File: src/rtl/vfd_pkg.sv
// package of register offsets, field positions, reset values and code limits
// assumes one 27 MHz decoder clock domain and an external i2c core giving sub-address accesses
package vfd_pkg;
	// register sub-addresses
	localparam logic [7:0] REG_CAND = 8'h03;
	localparam logic [7:0] REG_CTRL = 8'h04;
	localparam logic [7:0] REG_SLICE_HI = 8'h11;
	localparam logic [7:0] REG_SLICE_LO = 8'h12;
	localparam logic [7:0] REG_STATUS = 8'h18;
	// reset values
	localparam logic [7:0] CAND_RST = 8'h00;
	localparam logic [7:0] CTRL_RST = 8'h00;
	localparam logic [7:0] SLICE_HI_RST = 8'hEB;
	localparam logic [7:0] SLICE_LO_RST = 8'h10;
	localparam logic [7:0] STATUS_RST = 8'h00;
	localparam logic [7:0] CAND_USED_MASK = 8'hF7;
	// candidate-limit bit positions, bit 3 reserved
	localparam int CB_PAL_M = 0;
	localparam int CB_PAL_NC = 1;
	localparam int CB_SECAM = 2;
	localparam int CB_NTSC_443 = 4;
	localparam int CB_PAL_60 = 5;
	localparam int CB_525_LINE = 6;
	localparam int CB_625_LINE = 7;
	localparam int NUM_CAND = 7;
	// control register fields
	localparam int CT_BLANK_LSB = 0;
	localparam int CT_CLIP = 3;
	localparam int CT_VSEL = 4;
	localparam int CT_SLICE_THRESHOLD_SEL = 5;
	// status register fields
	localparam int ST_SCF_LSB = 0;
	localparam int ST_ENC_LSB = 2;
	localparam int DETECTED_LINE_COUNT = 4;
	localparam int ST_MONO = 5;
	localparam int ST_UNDET = 6;
	localparam int ST_LOCKED = 7;
	// output code limits
	localparam logic [7:0] CODE_MIN = 8'h01;
	localparam logic [7:0] CODE_MAX = 8'hFE;
	localparam logic [7:0] CODE_FULL_MIN = 8'h00;
	localparam logic [7:0] CODE_FULL_MAX = 8'hFF;
	localparam logic [7:0] CLIP_LO = 8'h10;
	localparam logic [7:0] CLIP_LUMA_HI = 8'hEB;
	localparam logic [7:0] CLIP_CHROMA_HI = 8'hF0;
	// slice thresholds: 25 and 50 IRE above black on a 219-code luma swing
	localparam logic [7:0] SLICE_TH_25 = 8'h47;
	localparam logic [7:0] SLICE_TH_50 = 8'h7E;
	// line numbers of the default blanking interval
	localparam int VB525_F1_END = 19;
	localparam int VB525_F2_HALF = 263;
	localparam int VB525_F2_END = 282;
	localparam int VB625_F1_HALF = 623;
	localparam int VB625_F1_END = 23;
	localparam int VB625_F2_START = 311;
	localparam int VB625_F2_END = 335;
	// v flag line ranges
	localparam int V3_525_F1_END = 9;
	localparam int V3_525_F2_START = 264;
	localparam int V3_525_F2_END = 272;
	localparam int V3_625_END = 22;
	localparam int V4_525_F1_END = 19;
	localparam int V4_525_F2_START = 264;
	localparam int V4_525_F2_END = 282;
	localparam int V4_625_F2_START = 311;
	localparam int V4_625_F2_END = 335;
	localparam int V4_625_F1_START = 624;
endpackage : vfd_pkg

File: src/rtl/vfd_format_out.sv
// format-detect reporting, candidate limiting and output code formatting with vbi slicing
// assumes an i2c core giving sub-address strobes and a 4:2:2 sample stream on the 27 MHz clock
// Operation
// - auto detection stores line count, subcarrier, encoding and mono in the status register
// - ntsc m/j and the pal b/d/g/h/i/n group each report one shared result
// - monochrome is only reported while colour kill is on
// - in auto mode each set limit bit removes one format from the candidates
// - default blanking is lines 1-19, 263.5-282.5 or 623.5-23.5, 311-335
// - blanking codes 001-011 extend and 111-101 shorten the end by 1-3 lines
// - processed codes stay within 1 to 254 unless clipping is off with timing references suppressed
// - with clipping on, luma is 16-235 and chroma 16-240, else 1-254 while timing references are not suppressed
// - clipping off with timing references suppressed allows codes 0 to 255
// - v flag select 0 gives v on 525 lines 1-9, 264-272 and 625 lines 1-22
// - v flag select 1 gives 525 lines 1-19, 264-282 and 625 lines 311-335, 624-625
// - v flag ranges never follow the blanking length setting
// - luma is sliced during blanking and paired chroma takes the same level
// - threshold select gives 25 ire when 0 and 50 ire when 1
// - samples above threshold output the high slice value, default 235
// - samples at or below threshold output the low slice value, default 16
// - slice conversion applies to either the cb/y or the cr/y pairing
// - auto enable chooses manual formats at 0 and automatic detection at 1
module vfd_format_out import vfd_pkg::*; #(
	parameter int LINE_W = 10,
	parameter bit SLICE_PAIR_CR = 1'b0
) (
	input wire logic ref_clk,
	input wire logic nrst,
	input wire logic [7:0] reg_addr,
	input wire logic [7:0] reg_wdata,
	input wire logic reg_wr,
	input wire logic reg_rd,
	output logic [7:0] reg_rdata,
	input wire logic auto_format_detect_en,
	input wire logic color_kill_en,
	input wire logic timing_ref_suppress,
	input wire logic det_valid,
	input wire logic detected_line_count,
	input wire logic [1:0] detected_subcarrier,
	input wire logic [1:0] detected_color_encoding,
	input wire logic det_monochrome,
	input wire logic detection_undetermined,
	output logic [NUM_CAND-1:0] candidate_permit,
	input wire logic in_valid,
	input wire logic [7:0] in_code,
	input wire logic in_is_luma,
	input wire logic in_is_cr,
	input wire logic in_trs,
	input wire logic [LINE_W-1:0] in_line,
	input wire logic in_second_half,
	input wire logic in_is_625,
	output logic out_valid,
	output logic [7:0] out_code,
	output logic out_is_luma,
	output logic out_vflag,
	output logic out_sliced
);
	if (LINE_W < 10) begin : g_bad_width
		$error("line counter too narrow for 625 lines");
	end

	logic rst_meta;
	logic rst_n;
	logic [7:0] detect_candidate_limits;
	logic [7:0] vbi_and_output_code_control;
	logic [7:0] slice_high_value;
	logic [7:0] slice_low_value;
	logic [7:0] input_video_status;
	logic [2:0] blanking_length_sel;
	logic output_code_clip_en;
	logic vflag_range_sel;
	logic slice_threshold_sel;
	logic cur_vblank;
	logic cur_vflag;
	logic s1_valid;
	logic [7:0] s1_code;
	logic s1_is_luma;
	logic s1_is_cr;
	logic s1_trs;
	logic s1_vblank;
	logic s1_vflag;
	logic [7:0] threshold;
	logic s1_paired;
	logic [7:0] code_lo;
	logic [7:0] code_hi;
	logic [7:0] next_code;
	logic next_sliced;

	// two-stage reset release
	always_ff @(posedge ref_clk or negedge nrst) begin
		if (!nrst) begin
			rst_meta <= 1'b0;
			rst_n <= 1'b0;
		end else begin
			rst_meta <= 1'b1;
			rst_n <= rst_meta;
		end
	end

	assign blanking_length_sel = vbi_and_output_code_control[CT_BLANK_LSB +: 3];
	assign output_code_clip_en = vbi_and_output_code_control[CT_CLIP];
	assign vflag_range_sel = vbi_and_output_code_control[CT_VSEL];
	assign slice_threshold_sel = vbi_and_output_code_control[CT_SLICE_THRESHOLD_SEL];

	// writable registers; the status address has no write path at all
	always_ff @(posedge ref_clk or negedge rst_n) begin
		if (!rst_n) begin
			detect_candidate_limits <= CAND_RST;
			vbi_and_output_code_control <= CTRL_RST;
			slice_high_value <= SLICE_HI_RST;
			slice_low_value <= SLICE_LO_RST;
		end else if (reg_wr) begin
			unique case (reg_addr)
				REG_CAND: detect_candidate_limits <= reg_wdata & CAND_USED_MASK;
				REG_CTRL: vbi_and_output_code_control <= reg_wdata;
				REG_SLICE_HI: slice_high_value <= reg_wdata;
				REG_SLICE_LO: slice_low_value <= reg_wdata;
				default: ;
			endcase
		end
	end

	// registered read data, unmapped addresses read zero
	always_ff @(posedge ref_clk or negedge rst_n) begin
		if (!rst_n) begin
			reg_rdata <= 8'h00;
		end else if (reg_rd) begin
			unique case (reg_addr)
				REG_CAND: reg_rdata <= detect_candidate_limits;
				REG_CTRL: reg_rdata <= vbi_and_output_code_control;
				REG_SLICE_HI: reg_rdata <= slice_high_value;
				REG_SLICE_LO: reg_rdata <= slice_low_value;
				REG_STATUS: reg_rdata <= input_video_status;
				default: reg_rdata <= 8'h00;
			endcase
		end
	end

	// detection status; the detector's codes already merge ntsc m/j and the pal group,
	// so the register keeps no finer distinction than those shared codes
	always_ff @(posedge ref_clk or negedge rst_n) begin
		if (!rst_n) begin
			input_video_status <= STATUS_RST;
		end else if (auto_format_detect_en && det_valid) begin
			input_video_status[ST_SCF_LSB +: 2] <= detected_subcarrier;
			input_video_status[ST_ENC_LSB +: 2] <= detected_color_encoding;
			input_video_status[DETECTED_LINE_COUNT] <= detected_line_count;
			input_video_status[ST_MONO] <= det_monochrome && color_kill_en;
			input_video_status[ST_UNDET] <= detection_undetermined;
			input_video_status[ST_LOCKED] <= !detection_undetermined;
		end
	end

	// candidate permits; the host keeps incompatible pairs apart and only changes
	// limits with auto off, so no interlock is built here
	localparam int CAND_POS [NUM_CAND] = '{CB_PAL_M, CB_PAL_NC, CB_SECAM, CB_NTSC_443, CB_PAL_60,
		CB_525_LINE, CB_625_LINE};
	for (genvar gi = 0; gi < NUM_CAND; gi++) begin : g_permit
		assign candidate_permit[gi] = !auto_format_detect_en || !detect_candidate_limits[CAND_POS[gi]];
	end

	vfd_line_timing #(
		.LINE_W(LINE_W)
	) u_timing (
		.line_num(in_line),
		.second_half(in_second_half),
		.is_625(in_is_625),
		.blanking_length_sel(blanking_length_sel),
		.vflag_range_sel(vflag_range_sel),
		.vblank(cur_vblank),
		.vflag(cur_vflag)
	);

	// one-sample hold so a chroma word can see the luma word that follows it
	always_ff @(posedge ref_clk or negedge rst_n) begin
		if (!rst_n) begin
			s1_valid <= 1'b0;
			s1_code <= 8'h00;
			s1_is_luma <= 1'b0;
			s1_is_cr <= 1'b0;
			s1_trs <= 1'b0;
			s1_vblank <= 1'b0;
			s1_vflag <= 1'b0;
		end else if (in_valid) begin
			s1_valid <= 1'b1;
			s1_code <= in_code;
			s1_is_luma <= in_is_luma;
			s1_is_cr <= in_is_cr;
			s1_trs <= in_trs;
			s1_vblank <= cur_vblank;
			s1_vflag <= cur_vflag;
		end
	end

	assign threshold = slice_threshold_sel ? SLICE_TH_50 : SLICE_TH_25;
	assign s1_paired = !s1_is_luma && (s1_is_cr == SLICE_PAIR_CR);

	// code limits by mode
	always_comb begin
		if (output_code_clip_en) begin
			code_lo = CLIP_LO;
			code_hi = s1_is_luma ? CLIP_LUMA_HI : CLIP_CHROMA_HI;
		end else if (timing_ref_suppress) begin
			code_lo = CODE_FULL_MIN;
			code_hi = CODE_FULL_MAX;
		end else begin
			code_lo = CODE_MIN;
			code_hi = CODE_MAX;
		end
	end

	// output value: timing words pass, blank luma and its paired chroma slice, the rest clip
	always_comb begin
		next_sliced = 1'b0;
		if (s1_trs) begin
			next_code = s1_code;
		end else if (s1_vblank && s1_is_luma) begin
			next_sliced = 1'b1;
			next_code = (s1_code > threshold) ? slice_high_value : slice_low_value;
		end else if (s1_vblank && s1_paired && in_is_luma && !in_trs) begin
			next_sliced = 1'b1;
			next_code = (in_code > threshold) ? slice_high_value : slice_low_value;
		end else if (s1_code < code_lo) begin
			next_code = code_lo;
		end else if (s1_code > code_hi) begin
			next_code = code_hi;
		end else begin
			next_code = s1_code;
		end
	end

	// output register; a held sample leaves only when the next one arrives
	always_ff @(posedge ref_clk or negedge rst_n) begin
		if (!rst_n) begin
			out_valid <= 1'b0;
			out_code <= 8'h00;
			out_is_luma <= 1'b0;
			out_vflag <= 1'b0;
			out_sliced <= 1'b0;
		end else begin
			out_valid <= in_valid && s1_valid;
			if (in_valid && s1_valid) begin
				out_code <= next_code;
				out_is_luma <= s1_is_luma;
				out_vflag <= s1_vflag;
				out_sliced <= next_sliced;
			end
		end
	end

	// checks
	a_status_update: assert property (@(posedge ref_clk) disable iff (!rst_n)
		auto_format_detect_en && det_valid |=> input_video_status[ST_ENC_LSB +: 2] == $past(detected_color_encoding)
		&& input_video_status[ST_SCF_LSB +: 2] == $past(detected_subcarrier)
		&& input_video_status[DETECTED_LINE_COUNT] == $past(detected_line_count))
		else $error("status not updated from detection");

	a_status_hold: assert property (@(posedge ref_clk) disable iff (!rst_n)
		!(auto_format_detect_en && det_valid) |=> $stable(input_video_status))
		else $error("status changed without detection");

	a_mono_gate: assert property (@(posedge ref_clk) disable iff (!rst_n)
		auto_format_detect_en && det_valid && !color_kill_en |=> !input_video_status[ST_MONO])
		else $error("mono reported with colour kill off");

	a_status_locked: assert property (@(posedge ref_clk) disable iff (!rst_n)
		auto_format_detect_en && det_valid
		|=> input_video_status[ST_LOCKED] == !$past(detection_undetermined)
		&& input_video_status[ST_UNDET] == $past(detection_undetermined))
		else $error("lock state not reported");
	a_permit_mask: assert property (@(posedge ref_clk) disable iff (!rst_n)
		auto_format_detect_en |-> candidate_permit[3] == !detect_candidate_limits[CB_NTSC_443]
		&& candidate_permit[5] == !detect_candidate_limits[CB_525_LINE])
		else $error("candidate permit wrong");

	a_permit_off: assert property (@(posedge ref_clk) disable iff (!rst_n)
		!auto_format_detect_en
		|-> &candidate_permit)
		else $error("format excluded with auto off");

	// blanking window and v flag edges, straight from the line decode
	a_blank_default: assert property (@(posedge ref_clk) disable iff (!rst_n)
		blanking_length_sel == 3'b000 && !in_is_625 |-> (in_line == LINE_W'(19) ? cur_vblank : 1'b1)
		&& (in_line == LINE_W'(20) ? !cur_vblank : 1'b1))
		else $error("default 525 blanking edge wrong");

	a_blank_extend: assert property (@(posedge ref_clk) disable iff (!rst_n)
		blanking_length_sel == 3'b011 && !in_is_625 && in_line == LINE_W'(22) |-> cur_vblank)
		else $error("blanking not extended");

	a_blank_shorten: assert property (@(posedge ref_clk) disable iff (!rst_n)
		blanking_length_sel == 3'b101 && !in_is_625
		&& in_line == LINE_W'(17) |-> !cur_vblank)
		else $error("blanking not shortened");
	a_vflag_fixed: assert property (@(posedge ref_clk) disable iff (!rst_n)
		!vflag_range_sel && !in_is_625 && in_line == LINE_W'(10) |-> !cur_vflag)
		else $error("v flag set on line 10");

	a_vflag_tail: assert property (@(posedge ref_clk) disable iff (!rst_n)
		vflag_range_sel && in_is_625 && in_line == LINE_W'(624) |-> cur_vflag)
		else $error("v flag clear on line 624");

	a_vflag_long: assert property (@(posedge ref_clk) disable iff (!rst_n)
		vflag_range_sel && !in_is_625
		&& in_line == LINE_W'(282) |-> cur_vflag)
		else $error("v flag clear on line 282");

	// output codes, judged against the settings in force when the code was formed
	a_clip_range: assert property (@(posedge ref_clk) disable iff (!rst_n)
		out_valid && $past(output_code_clip_en) && out_is_luma && !out_sliced && !$past(s1_trs)
		|-> out_code >= CLIP_LO && out_code <= CLIP_LUMA_HI)
		else $error("luma outside clip range");

	a_clip_chroma: assert property (@(posedge ref_clk) disable iff (!rst_n)
		out_valid && $past(output_code_clip_en) && !out_is_luma && !out_sliced && !$past(s1_trs)
		|-> out_code >= CLIP_LO && out_code <= CLIP_CHROMA_HI)
		else $error("chroma outside clip range");
	a_code_span: assert property (@(posedge ref_clk) disable iff (!rst_n)
		out_valid && !out_sliced && !$past(s1_trs) && !$past(output_code_clip_en) && !$past(timing_ref_suppress)
		|-> out_code >= CODE_MIN && out_code <= CODE_MAX)
		else $error("code outside 1 to 254");

	a_slice_high: assert property (@(posedge ref_clk) disable iff (!rst_n)
		in_valid && s1_valid && s1_vblank && s1_is_luma && !s1_trs && !slice_threshold_sel && s1_code == 8'h48
		|=> out_code == $past(slice_high_value))
		else $error("slice above 25 ire not high");

	a_slice_low: assert property (@(posedge ref_clk) disable iff (!rst_n)
		in_valid && s1_valid && s1_vblank && s1_is_luma && !s1_trs && s1_code == threshold
		|=> out_code == $past(slice_low_value))
		else $error("slice at threshold not low");

	a_chroma_pair: assert property (@(posedge ref_clk) disable iff (!rst_n)
		in_valid && s1_valid && s1_vblank && s1_paired && !s1_trs && in_is_luma && !in_trs
		|=> out_sliced && !out_is_luma)
		else $error("paired chroma not sliced");

	a_slice_levels: assert property (@(posedge ref_clk) disable iff (!rst_n)
		out_valid && out_sliced |-> out_code == $past(slice_high_value) || out_code == $past(slice_low_value))
		else $error("sliced code not a slice value");

	c_slice_chroma: cover property (@(posedge ref_clk) disable iff (!rst_n) out_valid && out_sliced && !out_is_luma);
	c_clip_hit: cover property (@(posedge ref_clk) disable iff (!rst_n) out_valid && out_code == CLIP_LUMA_HI);
	c_full_span: cover property (@(posedge ref_clk) disable iff (!rst_n) out_valid && out_code == CODE_FULL_MIN);
	c_auto_update: cover property (@(posedge ref_clk) disable iff (!rst_n) auto_format_detect_en && det_valid);
	c_reserved_code: cover property (@(posedge ref_clk) disable iff (!rst_n) blanking_length_sel == 3'b100 && cur_vblank);
endmodule // vfd_format_out

File: src/rtl/vfd_line_timing.sv
// line timing decode: vertical blanking window and timing-reference v flag
// assumes line numbers count from 1 and the half-line flag marks the second half of a line
module vfd_line_timing import vfd_pkg::*; #(
	parameter int LINE_W = 10
) (
	input wire logic [LINE_W-1:0] line_num,
	input wire logic second_half,
	input wire logic is_625,
	input wire logic [2:0] blanking_length_sel,
	input wire logic vflag_range_sel,
	output logic vblank,
	output logic vflag
);
	logic signed [3:0] delta;
	logic [LINE_W-1:0] f1_end;
	logic [LINE_W-1:0] f2_end;

	// signed trim of the blanking end, reserved code 100 keeps the default
	always_comb begin
		unique case (blanking_length_sel)
			3'b001: delta = 4'sd1;
			3'b010: delta = 4'sd2;
			3'b011: delta = 4'sd3;
			3'b111: delta = -4'sd1;
			3'b110: delta = -4'sd2;
			3'b101: delta = -4'sd3;
			default: delta = 4'sd0;
		endcase
	end

	// only the interval end moves, the start stays put
	assign f1_end = LINE_W'((is_625 ? VB625_F1_END : VB525_F1_END) + int'(delta));
	assign f2_end = LINE_W'((is_625 ? VB625_F2_END : VB525_F2_END) + int'(delta));

	// blanking window with half-line edges
	always_comb begin
		if (!is_625) begin
			vblank = (line_num >= LINE_W'(1) && line_num <= f1_end) ||
				(line_num == LINE_W'(VB525_F2_HALF) && second_half) ||
				(line_num > LINE_W'(VB525_F2_HALF) && line_num <= f2_end) ||
				(line_num == f2_end + LINE_W'(1) && !second_half);
		end else begin
			vblank = (line_num == LINE_W'(VB625_F1_HALF) && second_half) ||
				(line_num > LINE_W'(VB625_F1_HALF)) ||
				(line_num >= LINE_W'(1) && line_num <= f1_end) ||
				(line_num == f1_end + LINE_W'(1) && !second_half) ||
				(line_num >= LINE_W'(VB625_F2_START) && line_num <= f2_end);
		end
	end

	// v flag ignores the blanking trim entirely
	always_comb begin
		if (!vflag_range_sel) begin
			if (!is_625) begin
				vflag = (line_num >= LINE_W'(1) && line_num <= LINE_W'(V3_525_F1_END)) ||
					(line_num >= LINE_W'(V3_525_F2_START) && line_num <= LINE_W'(V3_525_F2_END));
			end else begin
				vflag = line_num >= LINE_W'(1) && line_num <= LINE_W'(V3_625_END);
			end
		end else begin
			if (!is_625) begin
				vflag = (line_num >= LINE_W'(1) && line_num <= LINE_W'(V4_525_F1_END)) ||
					(line_num >= LINE_W'(V4_525_F2_START) && line_num <= LINE_W'(V4_525_F2_END));
			end else begin
				vflag = (line_num >= LINE_W'(V4_625_F2_START) && line_num <= LINE_W'(V4_625_F2_END)) ||
					(line_num >= LINE_W'(V4_625_F1_START));
			end
		end
	end
endmodule // vfd_line_timing

File: config.mk
export PLATFORM = sky130hd
export DESIGN_NAME = vfd_format_out
export DESIGN_NICKNAME = d
export VERILOG_FILES = /design/src/rtl/vfd_pkg.sv /design/src/rtl/vfd_format_out.sv /design/src/rtl/vfd_line_timing.sv
export SDC_FILE = /design/constraint.sdc
export NUM_CORES = 1
export LEC_CHECK = 0
export ABC_AREA = 0
export CAP_MARGIN = 10
export CORE_ASPECT_RATIO = 1.2
export CORE_MARGIN = 2
export CORE_UTILIZATION = 59
export CTS_CLUSTER_DIAMETER = 120
export CTS_CLUSTER_SIZE = 28
export DETAILED_ROUTE_END_ITERATION = 10
export DONT_BUFFER_PORTS = 1
export HOLD_SLACK_MARGIN = 0.08
export PLACE_DENSITY = 0.78
export SLEW_MARGIN = 15
export SYNTH_ARGS = -nofsm -noshare
export SYNTH_HDL_FRONTEND = slang
export SYNTH_HIERARCHICAL = 1
export SYNTH_SLANG_ARGS = --single-unit
File: constraint.sdc
create_clock -name ref_clk -period 2.3 [get_ports ref_clk]
set_input_delay 0.345 -clock ref_clk [delete_from_list [all_inputs] [get_ports ref_clk]]
set_output_delay 0.345 -clock ref_clk [all_outputs]
set_load 0.01 [all_outputs]
* After elaboration in Yosys (flattened, before gate mapping) *
Index checks and enable logic that the tools add are counted.

operators by class
  order comparisons = 18
  bitwise logic cells = 1
  equal/unequal tests = 15
  mux-type cells = 24
  reduce and logical (&&, ||, !) cells = 54
  $add $sub $neg = 4

operators with widths
  operator                                                            count
  two-way mux 8 bit                                                   7
  one-hot mux 8 bit (5 select lines)                                  1
  less-or-equal comparator 10 x 9 -> 1 bit, second input constant     3
  == test 8 x 5 -> 1 bit, second input constant                       3
  one-hot mux 4 bit (6 select lines)                                  1
  logical AND 1 bit                                                   21
  adder 10 x 1 -> 10 bit, second input constant                       2
  == test 10 bit                                                      2
  greater-or-equal comparator 10 x 9 -> 1 bit, second input constant  2
  less-or-equal comparator 10 bit                                     2
  less-or-equal comparator 10 x 5 -> 1 bit, second input constant     2
  logical OR 1 bit                                                    17
  greater-than comparator 8 x 7 -> 1 bit                              2
  two-way mux 5 bit                                                   3
  logical NOT 1 bit                                                   12
  adder 10 x 4 -> 10 bit                                              1
  == test 10 bit, second input constant                               1
  == test 10 x 9 -> 1 bit, second input constant                      1
  greater-or-equal comparator 10 x 1 -> 1 bit, second input constant  1
  greater-or-equal comparator 10 bit, second input constant           1
  greater-than comparator 10 bit, second input constant               1
  greater-than comparator 10 x 9 -> 1 bit, second input constant      1
  less-or-equal comparator 10 x 4 -> 1 bit, second input constant     1
  == test 3 bit, second input constant                                3
  13 further kinds                                                    25

word-level totals
  input port bits = 55
  flip-flop bits (word level) = 75
  output and inout port bits = 27

* Depth between registers and ports, before layout *
Gate-level depths: netlist (run 1).

  depth in word-level cells = 9
  depth in mapped cells = 24
  depth with buffers taken out = 20

* Cells and area by module *
Netlist (run 1), hierarchy kept.

modules (own cells, without submodules)
  module           area an instance (um^2)  cells each  instances  seq. area each (um^2)
  vfd_format_out   3,945.0                  349         1          1,885.6
  vfd_line_timing  1,667.8                  221         1          0.0

* Worst setup path before layout (run 1) *
Ideal clock, no wire load.

  kind = register -> register
  from = reg vbi_and_output_code_control[0]
  to = reg s1_vblank
  arrival time = 4.010 ns
  setup slack = -1.837 ns
  stages on the path, launching flop included = 24
  clock period less this slack = 4.137 ns
  required time = 2.173 ns
  cells stage by stage = dfrtp_1 -> inv_1 -> ha_1 -> buf_6 -> nand2b_4 -> or2_1 -> buf_6 -> ha_1 -> buf_4 -> nor2_1 -> a221o_1 -> buf_6 -> a21boi_1 -> xnor2_1 -> ha_1 -> nand3_1 -> nor3_1 -> o21ai_0 -> nand2b_1 -> o221ai_1 -> nand3_1 -> a22oi_1 -> nand2_1 -> mux2_1

between the ends
  cells in the longest elaborated chain, start to end = 9

ends and longest elaborated chain
  what                                                                            line                   source
  start, declared                                                                 vfd_format_out.sv:64   logic [7:0] vbi_and_output_code_control;
  start signal, assigned                                                          vfd_format_out.sv:114  REG_CTRL: vbi_and_output_code_control <= reg_wdata;
  == test 3 bit, or another cell as far along                                     vfd_line_timing.sv:20  unique case (blanking_length_sel)
  one-hot mux 4 bit (6 select lines) *                                            vfd_line_timing.sv:20
  parallel branches: the longest is 6 deep, another holds adder 10 x 4 -> 10 bit  n/a
  two-way mux 1 bit *                                                             vfd_line_timing.sv:37  if (!is_625) begin
  named net cur_vblank                                                            vfd_format_out.sv:72   logic cur_vblank;
  end signal, assigned                                                            vfd_format_out.sv:189  s1_vblank <= cur_vblank;
  end, declared                                                                   vfd_format_out.sv:79   logic s1_vblank;

Mark *: on every way through the listed nets, which the timed path passes.
A chain may end at the register's enable or synchronous reset.

* Final worst setup path (run 1) *
  from = reg vbi_and_output_code_control[1]
  to = reg s1_vblank

Same word-level chain as after synthesis.

==> run_results.csv, run 1 <==
group,metric,value,unit
sta,finalHoldViolations,0,
sta,finalSetupTns,-1.95,ns
sta,fin_crit,3.79,ns
synthesis,syn-cell-area,5610,um2
clock_network,root_buffer,"clkbuf_16",
synthesis,ys_ff_latch,75,
global_routing,grt_pass1_wl,25.6,mm
floorplanning,die-area,10300,um2
power_and_ir_drop,p_leak,2.96,nW
synthesis,syn_nets,665,
place,place.gp.congestion,0.938,
floorplanning,placementRows,39,
critical_path,crit_type,"reg -> reg",
route,drc,0,
critical_path,arrival,4.01,ns
place,hpwlAfterDp,11.3,mm
sta,hold-worst-slack,0.0948,ns
sta,finalClockSkew,0.0117,ns
global_routing,grt_max_degree,51,
cells_and_area,fillers,653,
power_and_ir_drop,max-vdd-ir-drop,388,uV
floorplanning,fp.coreArea,9370,um2
floorplanning,die_h,111,um
clock_network,clock_latency,0.34,ns
clock_network,cts_buffers,9,
global_routing,antenna_found_initial,0,
sta,fin_crit_sh,165,%
route,wire_per_inst,20.9,um
sta,worst_slew_pin_slew,0.567,ns
sta,maxSlewHeadroom,62.2,%
synthesis,synth_ff_type,"dfrtp_1",
critical_path,cp_data_required_time,2.52,ns
critical_path,end_kind,"register",
route,vias_per_cell,6.62,
critical_path,max_stage_delay,0.41,ns
route,via_count,5061,
min_path,worstHoldPathType,"in -> reg",
power_and_ir_drop,power_density,557,nW/um2
synthesis,syn_area_per_cell,9.85,um2
critical_path,crit_slowest_cell,"dfrtp_1",
clock_network,htreeDepth,3,
sta,slew_violations,0,
floorplanning,initial_core_util,59.9,%
global_routing,track_usage,31.2,%
place,dp_slack,-1.49,ns
route,finalWirelength,16.0,mm
clock_network,path_clk_slew,0.07,ns
floorplanning,dieWidth,93.0,um
flow_run,drv_cap,0,
route,first_iter_violations,340,
sta,max_freq,0.264,GHz
cells_and_area,synthToLayoutAreaGrowth,21.1,%
route,dr.pass1.iters,7,
clock_network,cts.path.max_buffers,2,
critical_path,path_cells,"inv_2 -> ha_4 -> nand2b_4 -> or2_4 -> ha_4 -> inv_2 -> a221o_1 -> buf_4 -> xnor2_1 -> ha_1 -> nand3_2 -> nor3_4 -> o21ai_2 -> nand2b_4 -> o221ai_2 -> nand3_2 -> a22oi_2 -> nand2_1 -> mux2_4",
sta,setup_violations,6,
global_routing,gr-total-overflow,0,
clock_network,cts.sinks,75,
synthesis,synth_edf_count,0,
outcome,violations,"setup timing",
sta,fin_ws,-1.49,ns
synthesis,async_flop_share,100,%
critical_path,startpoint_type,"register",
synthesis,synth_seq_area_share,33.6,%
cells_and_area,antenna_cells,0,
synthesis,synth-warning-count,6,
cells_and_area,fin_util,72.6,%
floorplanning,io_pins,82,
outcome,status,"finished, violations left",
route,ant_nets,0,
synthesis,synthDistinctLibCells,85,
place,port_buffers,0,
global_routing,grt_pass1_vias,5183,
synthesis,postSynthCellCount,570,
critical_path,worstPathMaxFanout,4,
cells_and_area,nets,731,
clock_network,cts_tree,"built",
sta,rsz0062_at_grt,"yes",
cells_and_area,final_layout_size_suffix_gt1_share,28.1,%
sequential cells by signal (all words and copies together), names as in the netlist:
name / cells
rst_n: 1
slice_low_value: 8
s1_is_cr: 1
rst_meta: 1
out_vflag: 1
s1_is_luma: 1
s1_vflag: 1
out_is_luma: 1
out_valid: 1
out_sliced: 1
input_video_status: 8
s1_code: 8
out_code: 8
vbi_and_output_code_control: 8
slice_high_value: 8
s1_valid: 1
detect_candidate_limits: 7
s1_trs: 1
s1_vblank: 1
reg_rdata: 8
cell usage in the layout, fill, tap and decap left out, drive strengths merged, types with 4 or more instances in the layout:
| cell type | count |
|---|---|
| a21o | 4 |
| a22oi | 11 |
| and3 | 9 |
| inv | 22 |
| nand2 | 49 |
| a21oi | 21 |
| o211ai | 9 |
| buf | 81 |
| nor2b | 4 |
| a31oi | 16 |
| clkbuf | 9 |
| a222oi | 7 |
| and2 | 6 |
| or2 | 4 |
| nor4 | 10 |
| or4 | 5 |
| nor3 | 17 |
| xnor2 | 22 |
| nand4 | 4 |
| o21ai | 28 |
| ha | 40 |
| mux2i | 12 |
| a211o | 4 |
| nand2b | 10 |
| nand3 | 12 |
| dfstp | 7 |
| dfrtp | 68 |
| o21a | 4 |
| mux2 | 53 |
| nor2 | 37 |
synthesized netlist by cell type (3+ instances only):
cell type / number / area, um2
dfrtp_1: 68 / 1700
nand2_1: 48 / 180
mux2_1: 43 / 484
ha_1: 40 / 500
nor2_1: 37 / 139
o21ai_0: 23 / 115
xnor2_1: 21 / 184
a21oi_1: 19 / 95.1
inv_1: 17 / 63.8
a31oi_1: 14 / 87.6
nor3_1: 14 / 70.1
clkbuf_1: 13 / 48.8
mux2i_1: 12 / 120
nand3_1: 12 / 60.1
a22oi_1: 11 / 82.6
mux2_2: 9 / 101
nand2b_1: 9 / 56.3
o211ai_1: 9 / 67.6
and3_1: 8 / 50.1
nor4_1: 8 / 50.1
a222oi_1: 7 / 70.1
dfstp_2: 7 / 184
and2_1: 5 / 31.3
buf_6: 5 / 56.3
o21ai_1: 5 / 25.0
a211o_1: 4 / 35.0
a21o_1: 4 / 30.0
nand4_1: 4 / 25.0
nor2b_1: 4 / 25.0
o21a_1: 4 / 30.0
a221o_1: 3 / 30.0
a311oi_1: 3 / 26.3
buf_2: 3 / 15.0
buf_4: 3 / 22.5
nor3_2: 3 / 30.0
o22ai_1: 3 / 18.8
o31ai_1: 3 / 22.5
or2_1: 3 / 18.8
or3_1: 3 / 18.8
or4_1: 3 / 22.5
xnor3_1: 3 / 67.6
logic make-up (layout without fill, tap and decap cells):
| group | after synthesis | in the layout | share of synthesized area [%] |
|---|---|---|---|
| other | 1 | 1 | 0.0668 |
| adders and majority gates | 40 | 40 | 8.92 |
| xor gates and xnor gates | 27 | 27 | 5.08 |
| AOI/OAI and AO/OA | 138 | 138 | 18.4 |
| muxes | 65 | 65 | 12.8 |
| DFF | 75 | 75 | 33.6 |
| and+or+nand+nor | 178 | 178 | 16.7 |
| buffers and inverters | 46 | 117 | 4.44 |
worst paths after layout:
check                                                      startpoint                             end  slack (ns)  cells after the start
max                        vbi_and_output_code_control[1]$_DFFE_PN0P_           s1_vblank$_DFFE_PN0P_       -1.49                     19
min                                                            reg_rd        reg_rdata[3]$_DFFE_PN0P_        0.09                      1
max reg2reg                vbi_and_output_code_control[1]$_DFFE_PN0P_           s1_vblank$_DFFE_PN0P_       -1.49                     19
min reg2reg                                           rst_n$_DFF_PN0_         out_code[1]$_DFFE_PN0P_        0.27                      0
max in group asynchronous                             rst_n$_DFF_PN0_  slice_low_value[4]$_DFFE_PN1P_        1.31                      1
min in group asynchronous                                        nrst                 rst_n$_DFF_PN0_        0.22                      1
worst max-delay path, delay by kind of cell (launching register included):
kind / cells / cell delay (ns)
buf+inv: 3 / 0.27
flops: 1 / 0.41
mux: 1 / 0.25
xor+xnor: 1 / 0.14
simple gates: 7 / 1.11
compound gates: 4 / 0.70
fa+ha+maj: 3 / 0.79
timing repair:
action | 4_1_cts | 5_1_grt
hold endpoints to repair | 2 | 0
hold buffers | 1 | 0
setup endpoints to repair | 9 | 9
cloned | 0 | 0
buffers inserted | 6 | 9
gates resized for setup | 14 | 31
pin swaps | 11 | 23
report_power, final:
| group | internal (mW) | leakage (nW) | switching [mW] |
|---|---|---|---|
| sequential | 1.44 | 0.933 | 0.142 |
| clock | 0.873 | 0.157 | 0.633 |
| combinational | 0.350 | 1.87 | 0.351 |
metrics by stage:
stage,instance area (um2),power (mW),cells
2_1_floorplan,5670,2.03,570
3_3_place_gp,6150,2.18,732
3_5_place_dp,6150,2.21,732
4_1_cts,6580,3.74,755
5_1_grt,6800,3.94,764
6_report,6800,3.78,764
per-layer routing:
metal	global-route usage, %	vias to the layer above	share of wire [%]
met5	0	-	0
met2	52.7	261	51
met3	6.25	50	7.6
met1	38.4	2483	38
li1	-	2267	-
met4	13.6	0	3.2
layout make-up:
| cell class | instances | area, um2 | area share (%) |
|---|---|---|---|
| Sequential cell | 75 | 1890 | 27.8 |
| Multi-Input combinational cell | 449 | 3710 | 54.5 |
| Timing Repair Buffer | 82 | 649 | 9.55 |
| Inverter | 19 | 78.8 | 1.16 |
| Clock buffer | 9 | 225 | 3.31 |
| Clock inverter | 7 | 95.1 | 1.40 |
| Tap cell | 123 | 154 | 2.26 |
Note: power is estimated with default switching activity, not from simulation.
==> run 2, diff against run 1 <==
--- a/config.mk
+++ b/config.mk
@@ -6,7 +6,6 @@
 export NUM_CORES = 1
 export LEC_CHECK = 0
 export ABC_AREA = 0
-export CAP_MARGIN = 10
 export CORE_ASPECT_RATIO = 1.2
 export CORE_MARGIN = 2
 export CORE_UTILIZATION = 59
@@ -16,6 +15,7 @@
 export DONT_BUFFER_PORTS = 1
 export HOLD_SLACK_MARGIN = 0.08
 export PLACE_DENSITY = 0.78
+export REMOVE_ABC_BUFFERS = 1
 export SLEW_MARGIN = 15
 export SYNTH_ARGS = -nofsm -noshare
 export SYNTH_HDL_FRONTEND = slang
==> run 2 against run 1 <==
  * The flow still finishes with violations (setup timing)
  * Sequential power about the same
  * Total power decreased by 2.9%
  * Critical path depth increased by 1
  * Design area decreased by 1.4%
  * Largest cell class unchanged
  * Highest routed layer unchanged
==> run_results.csv, run 2 (synthesis results as in run 1) <==
group,metric,value,unit
sta,rsz0062_at_grt,"yes",
route,dr.pass1.iters,7,
place,hpwlAfterDp,11.4,mm
min_path,holdPathStages,1,
sta,finalHoldViolations,0,
critical_path,startpoint_type,"register",
global_routing,grt_pass1_wl,24.7,mm
route,wire_per_inst,20.3,um
clock_network,cts.path.max_buffers,2,
sta,slew_violations,0,
clock_network,root_buffer,"clkbuf_16",
critical_path,reg2regPathDepth,20,
critical_path,r2r_start,"vbi_and_output_code_control[1]$_DFFE_PN0P_",
cells_and_area,final_layout_size_suffix_gt1_share,26.1,%
sta,fin_ws,-1.44,ns
power_and_ir_drop,p_leak,2.91,nW
global_routing,track_usage,30.1,%
global_routing,gr-total-overflow,0,
sta,worst_slew_pin_slew,0.535,ns
critical_path,crit_start,"vbi_and_output_code_control[1]$_DFFE_PN0P_",
clock_network,cts_buffers,9,
floorplanning,initial_core_util,59.9,%
power_and_ir_drop,seq_power_share,42.6,%
cells_and_area,multi_input_area,3630,um2
power_and_ir_drop,power_density,548,nW/um2
floorplanning,die-area,10300,um2
cells_and_area,antenna_cells,0,
critical_path,cp_data_required_time,2.52,ns
sta,fin_crit_sh,162,%
route,first_iter_violations,370,
cells_and_area,synthToLayoutAreaGrowth,19.4,%
route,ant_nets,0,
sta,setup_violations,5,
clock_network,htreeDepth,3,
min_path,worstHoldPathType,"in -> reg",
route,drt-met1-wl,5.94,mm
cells_and_area,layout_common_cells,"buf_4, dfrtp_1, nand2_1, mux2_1, nor2_1",
cells_and_area,nets,731,
flow_run,drv_cap,0,
global_routing,grt_max_degree,74,
floorplanning,dieWidth,93.0,um
route,via_count,4945,
cells_and_area,seq_area,1890,um2
route,dr.max_layer_used,"met4",
critical_path,r2r-end,"s1_vblank$_DFFE_PN0P_",
sta,fin_crit,3.74,ns
critical_path,worstPathMaxFanout,5,
critical_path,arrival,3.96,ns
cells_and_area,fin_area,6700,um2
place,postPlaceCellArea,6130,um2
power_and_ir_drop,internal_power,2.63,mW
place,place.gp.congestion,0.898,
route,drc,0,
floorplanning,die_h,111,um
global_routing,antenna_found_initial,0,
power_and_ir_drop,max-vdd-ir-drop,328,uV
clock_network,cts.sinks,75,
sta,maxSlewHeadroom,64.1,%
place,port_buffers,0,
sta,max_freq,0.268,GHz
route,dr_wl_met2,8.35,mm
power_and_ir_drop,swShare,28.3,%
critical_path,crit_type,"reg -> reg",
clock_network,clock_latency,0.34,ns
outcome,status,"finished, violations left",
cells_and_area,layout_commonest_cell,"buf_4",
clock_network,path_clk_slew,0.06,ns
min_path,min_to,"reg_rdata[6]$_DFFE_PN0P_",
floorplanning,io_pins,82,
route,dr_wl_met3,732,um
power_and_ir_drop,p_clk_share,38.1,%
critical_path,rrSetupSlack,-1.44,ns
floorplanning,placementRows,39,
route,finalWirelength,15.5,mm
outcome,violations,"setup timing",
min_path,hold_path.startpoint,"reg_rd",
sta,hold-worst-slack,0.0952,ns
sta,finalClockSkew,0.0101,ns
floorplanning,fp.coreArea,9370,um2
route,vias_per_cell,6.47,
critical_path,end_kind,"register",
global_routing,grt_pass1_vias,5022,
cells_and_area,fillers,717,
clock_network,cts_tree,"built",
power_and_ir_drop,p_sw,1.04,mW
power_and_ir_drop,p_comb_share,19.4,%
run 2: cell count changes in the layout (fill, tap and decap cells not counted), sizes merged:
cell,change
inv,-2
clkbuf,+1
clkinvlp,+1
run 2: layout make-up:
class                   instances  share of cell area [%]
clock buffers                  10                    3.42
clock inverters                 6                   0.971
inverters                      19                    1.18
multi-input cells             449                    54.1
flip-flops and latches         75                    28.2
well taps                     123                    2.30
repair buffers                 82                    9.82
run 2: metal layers:
| layer | GRT usage, % | up-vias |
|---|---|---|
| li1 | - | 2274 |
| met1 | 35.8 | 2459 |
| met2 | 54.8 | 171 |
| met3 | 4.08 | 41 |
| met4 | 10.7 | 0 |
| met5 | 0 | - |
run 2: power by group through the flow:
stage                     clock (mW)  combinational, mW  sequential, mW
after floorplan                    0              0.414            1.57
after global placement             0              0.603            1.57
after detailed placement           0              0.632            1.58
after CTS                       1.41              0.668            1.56
after global routing            1.46              0.779            1.58
final                           1.40              0.712            1.56
run 2: stage by stage:
stage	util [%]	setup TNS, ns	worst slack (ns)	power, mW	instances
after global routing	71.5	-2.66	-1.66	3.81	764
after global placement	65.5	-1.60	-1.48	2.18	736
after detailed placement	65.5	-1.97	-1.67	2.21	736
after floorplan	-	-1.98	-1.98	1.98	543
final	71.5	-1.78	-1.44	3.67	764
after CTS	70.2	-1.47	-1.44	3.64	756
run 2: worst max-delay path by stage:
stage	to	slack, ns	cells after the start
4_1_cts	s1_vblank$_DFFE_PN0P_	-1.44	19
6_report	s1_vblank$_DFFE_PN0P_	-1.44	20
5_1_grt	s1_vblank$_DFFE_PN0P_	-1.66	20
2_1_floorplan	s1_vblank$_DFFE_PN0P_	-1.98	19
3_3_place_gp	s1_vblank$_DFFE_PN0P_	-1.48	19
3_5_place_dp	s1_vblank$_DFFE_PN0P_	-1.67	19
run 2: timing repair:
action,in CTS,in global routing
pin swaps,16,22
endpoints found under the hold margin,2,0
hold buffers,1,0
gates resized for setup,27,16
buffers inserted,3,8
endpoints found under the setup margin,9,9
run 2: critical path, cell delays in order, from the launching register on:
cell      delay [ns]
dfrtp_2         0.42
buf_4           0.15
ha_2            0.16
nor3_2          0.21
or2_4           0.17
buf_6           0.11
inv_6           0.04
ha_2            0.16
a221o_1         0.30
a21boi_2        0.21
xnor2_1         0.09
ha_1            0.33
buf_4           0.13
nand2_1         0.04
a31oi_1         0.16
nor4_2          0.08
o21ai_0         0.21
a31oi_1         0.14
a22oi_2         0.17
nand2_1         0.08
mux2_4          0.26
